**config.mk**
```make
export PLATFORM = sky130hd
export DESIGN_NAME = ros_out_select
export DESIGN_NICKNAME = d
export VERILOG_FILES = /design/src/rtl/ros_pkg.sv /design/src/rtl/ros_out_select.sv
export SDC_FILE = /design/constraint.sdc
export NUM_CORES = 1
export LEC_CHECK = 0
export BUFFER_PORTS_ARGS = -buffer_cell sky130_fd_sc_hd__buf_2
export CAP_MARGIN = 20
export CORE_MARGIN = 3
export CORE_UTILIZATION = 50
export CTS_CLUSTER_SIZE = 20
export DETAILED_ROUTE_END_ITERATION = 10
export MAX_ROUTING_LAYER = met4
export PLACE_DENSITY_LB_ADDON = 0.25
export SLEW_MARGIN = 20
export SYNTH_ARGS = -nofsm -noshare
export SYNTH_HDL_FRONTEND = slang
export SYNTH_SLANG_ARGS = --single-unit
```
**constraint.sdc**
```tcl
create_clock -name pclk -period 2.5 [get_ports pclk]
set_input_delay 0.125 -clock pclk [delete_from_list [all_inputs] [get_ports pclk]]
set_output_delay 0.125 -clock pclk [all_outputs]
set_load 0.05 [all_outputs]
```
**src/rtl/ros_pkg.sv**
```systemverilog
`default_nettype none
package ros_pkg;

  // ----------------------------------------------------------------
  // register map (byte addresses, one aligned word per register)
  // ----------------------------------------------------------------
  localparam int          NUM_REGS      = 8;
  localparam int          NUM_PINS      = 16;
  localparam int          SEL_W         = 5;
  localparam int          REG_W         = 16;
  localparam int          ADDR_W        = 12;
  localparam logic [11:0] OUT_SEL_BASE  = 12'h000;
  localparam logic [11:0] OUT_SEL_LAST  = 12'h01C;

  // ----------------------------------------------------------------
  // field layout
  // ----------------------------------------------------------------
  localparam int          EVEN_SEL_LSB  = 0;
  localparam int          ODD_SEL_LSB   = 8;
  localparam logic [15:0] IMPL_MASK     = 16'h1F1F;
  localparam logic [15:0] OUT_SEL_RESET = 16'h0000;

  // ----------------------------------------------------------------
  // selector codes
  // ----------------------------------------------------------------
  localparam logic [4:0]  SEL_NONE      = 5'h00;
  localparam int          NUM_FUNCS     = 32;

endpackage : ros_pkg
`default_nettype wire

```
**src/rtl/ros_out_select.sv**
```systemverilog
`default_nettype none

// How it works
// - each register holds odd pin selector bits 12-8, even pin bits 4-0.
// - bits 15-13 and 7-5 ignore writes and read zero.
// - power-on reset clears every selector to zero.
// - selector bits are read/write and read back the last value written.
// - register n serves pins 2n and 2n+1; eight registers cover sixteen pins.
module ros_out_select #(
  parameter int NUM_FUNCS = ros_pkg::NUM_FUNCS
) (
  input  wire logic                  pclk,
  input  wire logic                  presetn,
  input  wire logic                  psel,
  input  wire logic                  penable,
  input  wire logic                  pwrite,
  input  wire logic [11:0]           paddr,
  input  wire logic [31:0]           pwdata,
  input  wire logic [3:0]            pstrb,
  output logic      [31:0]           prdata,
  output logic                       pready,
  output logic                       pslverr,
  input  wire logic [NUM_FUNCS-1:0]  periph_out,
  input  wire logic [15:0]           port_latch_out,
  output logic      [15:0]           remappable_pin,
  output logic      [15:0]           pin_routed
);

  // ----------------------------------------------------------------
  // state
  // ----------------------------------------------------------------
  typedef struct packed {
    logic [ros_pkg::NUM_REGS-1:0][15:0] sel;
    logic [31:0]                        rdata;
    logic [15:0]                        pin;
    logic [15:0]                        routed;
  } ros_state_t;

  ros_state_t state_reg;
  ros_state_t state_next;

  function automatic logic addr_hit(input logic [11:0] a);
    addr_hit = (a[1:0] == 2'h0) && (a >= ros_pkg::OUT_SEL_BASE)
               && (a <= ros_pkg::OUT_SEL_LAST);
  endfunction : addr_hit

  function automatic logic [2:0] addr_idx(input logic [11:0] a);
    logic [11:0] off;
    off = a - ros_pkg::OUT_SEL_BASE;
    addr_idx = off[4:2];
  endfunction : addr_idx

  // pick one selector field for a pin
  function automatic logic [4:0] pin_sel(
    input logic [ros_pkg::NUM_REGS-1:0][15:0] s,
    input int p
  );
    logic [15:0] r;
    r = s[p / 2];
    if (p % 2 == 1) begin
      pin_sel = r[ros_pkg::ODD_SEL_LSB +: ros_pkg::SEL_W];
    end else begin
      pin_sel = r[ros_pkg::EVEN_SEL_LSB +: ros_pkg::SEL_W];
    end
  endfunction : pin_sel

  logic access;
  logic hit;

  assign access  = psel && penable;
  assign hit     = addr_hit(paddr);
  assign pready  = 1'b1;
  assign prdata  = state_reg.rdata;
  assign pslverr = access && !hit;
  assign remappable_pin = state_reg.pin;
  assign pin_routed     = state_reg.routed;

  // ----------------------------------------------------------------
  // next state
  // ----------------------------------------------------------------
  always_comb begin
    logic [15:0] wmask;
    logic [15:0] cur;
    logic [4:0]  code;
    logic [2:0]  idx;
    wmask = 16'h0000;
    cur   = 16'h0000;
    code  = 5'h00;
    idx   = addr_idx(paddr);
    state_next = state_reg;
    if (access && pwrite && hit) begin
      wmask = {{8{pstrb[1]}}, {8{pstrb[0]}}};
      cur = state_reg.sel[idx];
      state_next.sel[idx] = ((cur & ~wmask) | (pwdata[15:0] & wmask))
                            & ros_pkg::IMPL_MASK;
    end
    if (psel && !penable && !pwrite) begin
      if (hit) begin
        state_next.rdata = {16'h0000,
                            state_reg.sel[idx] & ros_pkg::IMPL_MASK};
      end else begin
        state_next.rdata = 32'h0000_0000;
      end
    end
    for (int p = 0; p < ros_pkg::NUM_PINS; p++) begin
      code = pin_sel(state_reg.sel, p);
      if (code == ros_pkg::SEL_NONE || int'(code) >= NUM_FUNCS) begin
        state_next.pin[p]    = port_latch_out[p];
        state_next.routed[p] = 1'b0;
      end else begin
        state_next.pin[p]    = periph_out[code];
        state_next.routed[p] = 1'b1;
      end
    end
  end

  // ----------------------------------------------------------------
  // registers
  // ----------------------------------------------------------------
  always_ff @(posedge pclk or negedge presetn) begin
    if (!presetn) begin
      for (int i = 0; i < ros_pkg::NUM_REGS; i++) begin
        state_reg.sel[i] <= ros_pkg::OUT_SEL_RESET;
      end
      state_reg.rdata  <= 32'h0000_0000;
      state_reg.pin    <= 16'h0000;
      state_reg.routed <= 16'h0000;
    end else begin
      state_reg <= state_next;
    end
  end

endmodule : ros_out_select
`default_nettype wire

```
==> Word level (Yosys, flattened, before mapping) <==
Index checks and enable logic that the tools add are counted.
{ "totals": {"reg_bits": 192, "output_inout_bits": 66} }
{ "op_classes": {"n_lt_le_gt_ge": 20, "n_mux": 70, "bitwise_logic": 4, "reduce_logical": 29} }
{ "op_table": {"columns": ["operator", "n"], "rows": [
  ["$bwmux 128", 1],
  ["$lt 5x6->1 const B", 16],
  ["$bmux 1 s5", 16],
  ["$logic_not 5->1", 16],
  ["$bmux 16 s3", 1],
  ["$demux 16 s3", 1],
  ["$mux 1", 48],
  ["$and 13x13->13", 2],
  ["$mux 13", 2],
  ["$mux 16", 1],
  ["$not 13->13", 1],
  ["$or 13x13->13", 1],
  ["$ge 12x1->1 const B", 1],
  ["$le 12x5->1 const B", 1],
  ["$logic_and 1x1->1", 9],
  ["$lt 3x4->1 const B", 1],
  ["$ge 3x1->1 const B", 1],
  ["$logic_not 1->1", 3],
  ["$logic_not 2->1", 1]
]} }

==> Depth between registers and ports, before layout <==
{ "depth": {"depth_word": 5, "ltp_mapped": 8} }

==> Worst setup path after synthesis <==
No wires, ideal clock.
{ "synth_timing": {"kind": "reg2reg", "start": "register state_reg[176] (netlist bit)", "end": "register state_reg (netlist bit remappable_pin[14])", "arrival_ns": 1.728, "path_slack_ns": 0.651, "stages_incl_launch_ff": 5, "cell_sequence": "dfrtp_1 > buf_6 > mux4_1 > mux4_2 > a22o_1"} }
{ "synth_rtl": {"columns": ["item", "line", "rtl"], "rows": [
  ["from (decl)", "ros_out_select.sv:39", "ros_state_t state_reg;"],
  ["from (signal assigned)", "ros_out_select.sv:129", "state_reg <= state_next;"]
]} }

==> flow_summary_export.csv <==
group,metric,value,unit
run,maxCapViolations,0,
floorplanning,die_area,23100,µm²
place,gp_congestion,0.947,
sta,relSlewSlack,0.392,
clocking,clk_pin_slew,0.06,ns
critical_path,cp-start-kind,"register",
synthesis,synth_cells,1058,
routing,first_pass_iters,6,
synthesis,synth_edf_count,0,
layout,fillers,1833,
floorplanning,die_height,152,µm
critical_path,worstReg2RegStart,"state_reg[128]",
power,pwr-share-seq,0.377,
synthesis,ys.flop_type,"dfrtp_1",
critical_path,timing.critical_path.from,"state_reg[128]",
critical_path,critical_path_arrival,2.50,ns
layout,drive_gt1_frac,0.296,
power,internal_power,3670,µW
layout,synthToLayoutAreaGrowth,10.7,%
sta,worst_pin_slew,0.912,ns
routing,drc,0,
clocking,htreeDepth,4,
outcome,outcome,"complete, no violations",
critical_path,cp-end-kind,"register",
power,leakagePower,0.00512,µW
sta,rsz0062_at_grt,"false",
sta,finalHoldViolCount,0,
floorplanning,fp.dieW,152,µm
synthesis,syn_area_per_cell,10.1,µm²
global_routing,antenna_found_initial,0,
global_routing,grt_pass1_vias,8895,
clocking,numCtsBuffers,17,
sta,setup_viol,0,
power,p_sw_frac,0.308,
synthesis,synth_top_area_cell,"dfrtp_1",
sta,period_needed,2.23,ns
routing,viasPerCell,6.77,
clocking,cts_root_buf,"clkbuf_16",
global_routing,grt_overflow,0,
routing,wl,37.4,mm
routing,ant_nets,0,
synthesis,synth_cell_types,54,
sta,drv_slew,0,
global_routing,grtUsageTotal,0.324,
synthesis,yosysSeqAreaShare,0.287,
synthesis,yosys_warnings,0,
power,power.share.clock,0.445,
critical_path,r2r_end,"remappable_pin[8]",
critical_path,critical_path_required,2.77,ns
sta,fin_ws,0.268,ns
critical_path,r2r_slack,0.27,ns
synthesis,ys_async_sr_fraction,1.00,
clocking,cts_hold_buffers,13,
synthesis,synth-seq-cells,122,
sta,min_period_over_period,0.893,
clocking,post-cts-setup-buffer-count,0,
place,dpl_worst_slack,0.332,ns
power,pwr-share-comb,0.178,
place,port_buffers,119,
sta,fmax,448,MHz
global_routing,grt_first_pass_wirelength,55.6,mm
place,dpl_cell_area,11100,µm²
layout,largest_reg_flops,80,
sta,finClkSkew,0.0101,ns
clocking,post_cts_resized,0,
routing,avgRoutedWirePerCell,26.7,µm
routing,vias,9484,
min_path,worst_hold_path_type,"in -> reg",
clocking,cts_tree,"built",
layout,finish.instance_area,11800,µm²
synthesis,synthTopCellsByArea,"dfrtp_1 29%, mux2i_1 17%, mux4_2 8.7%",
floorplanning,initial_core_util,0.518,
power,p_per_area,450,nW/µm²
layout,finalNetCount,1218,
synthesis,synth_area,10600,µm²
routing,drtIter0Drc,1263,
floorplanning,core,20600,µm²
critical_path,rr_worst_depth,4,
power,p_switching,1630,µW
critical_path,critPathMaxFanout,7,
clocking,clk_path_buf_depth,2,
synthesis,yosysTopAreaCellShare,0.287,
clocking,cts_sinks,122,
floorplanning,rows,52,
power,vdd_drop_max,0.474,mV
critical_path,crit_path_end,"remappable_pin[8]",
floorplanning,ios,167,
sta,tns,0,ns
clocking,clock_latency,0.43,ns
global_routing,grt_max_degree,65,
critical_path,critPathKind,"reg -> reg",
place,dp_hpwl,23.4,mm
[cell families after synthesis]
| group | Yosys count | share of synthesized area |
|---|---|---|
| mux | 311 | 0.360 |
| compound gates | 224 | 0.152 |
| simple gates | 210 | 0.101 |
| buf+inv | 189 | 0.0997 |
| flops | 122 | 0.287 |
| other cells | 2 | 0.000706 |
[layout by cell type, fill, tap and decap left out, types with 9 or more instances in the layout]
cell / instances
a2111oi_0: 11
dfrtp_1: 122
nor2b_1: 24
a22oi_1: 73
nand2_1: 60
and2_1: 9
nor3_1: 18
nor4_1: 16
a21oi_1: 37
dlygate4sd3_1: 13
buf_2: 118
buf_4: 50
mux2_2: 81
mux4_2: 41
inv_1: 24
nor2_1: 31
conb_1: 23
o2bb2ai_1: 11
o21ai_0: 22
nand2b_1: 28
clkbuf_16: 17
a211oi_1: 10
mux2i_1: 182
[metal layers]
layer,part of all wire,vias to the layer above,GRT usage
met1,0.40,4643,0.436
met2,0.44,661,0.469
li1,-,4046,-
met3,0.11,134,0.0762
met5,0,-,-
met4,0.049,0,0.142
[through the flow]
step | hold slack [ns] | util | std cells | total power, µW
after floorplan | -0.171 | - | 1079 | 2600
after global placement | 0.166 | 0.540 | 1355 | 2920
after detailed placement | 0.175 | 0.540 | 1355 | 2930
after CTS | 0.0141 | 0.573 | 1399 | 5280
after global routing | 0.0239 | 0.573 | 1399 | 5440
final | 0.0297 | 0.573 | 1400 | 5300
[worst max-delay path: stages, from the launching register on]
cell and delay, ns:
dfrtp_1 0.56, mux4_2 0.55, mux2_2 0.28, a2111oi_0 0.49, nor3_1 0.19
[worst min-delay path by stage]
stage                      start                 end  slack [ns]  cells after the start
5_1_grt        port_latch_out[1]   remappable_pin[1]        0.02                      3
4_1_cts        port_latch_out[1]   remappable_pin[1]        0.01                      3
3_5_place_dp             presetn  remappable_pin[15]        0.18                      1
6_report       port_latch_out[1]   remappable_pin[1]        0.03                      3
2_1_floorplan            presetn       pin_routed[0]       -0.17                      0
3_3_place_gp             presetn   remappable_pin[9]        0.17                      1
[area by class of cell]
class / instances / area, µm² / area share
diodes: 1 / 2.50 / 0.000212
clock buffers: 19 / 443 / 0.0376
flip-flops and latches: 122 / 3050 / 0.259
multi-input cells: 768 / 6610 / 0.561
clock inverters: 12 / 103 / 0.00871
well taps: 270 / 338 / 0.0287
repair buffers: 184 / 1150 / 0.0974
inverters: 24 / 90.1 / 0.00765
[Yosys cell counts, types with 5 or more instances]
library cell  count
o2bb2ai_1        11
o21ai_0          22
nor4_1           16
nor3_1           18
nand2_1          60
nor2_1           31
a22oi_1          73
dfrtp_1         122
nand3_1           7
buf_2            35
mux4_2           41
a211oi_1         10
nand2b_1         28
a22o_1            5
o31ai_1           8
o221ai_1          7
o22ai_1           6
mux2i_1         182
nand4_1           5
mux4_1            6
mux2_2           81
buf_4            80
inv_1            24
a221oi_1          6
a2111oi_0        11
nor2b_1          24
a311oi_1          6
and2_1            9
clkbuf_1         48
a21oi_1          37
[power groups by stage]
stage,Sequential [µW],Clock [µW],Combinational (µW)
2_1_floorplan,2030,0,572
4_1_cts,2000,2370,916
6_report,2000,2360,946
3_3_place_gp,2030,0,887
3_5_place_dp,2030,0,898
5_1_grt,2000,2460,986
Note: power is estimated with default switching activity, not from simulation.
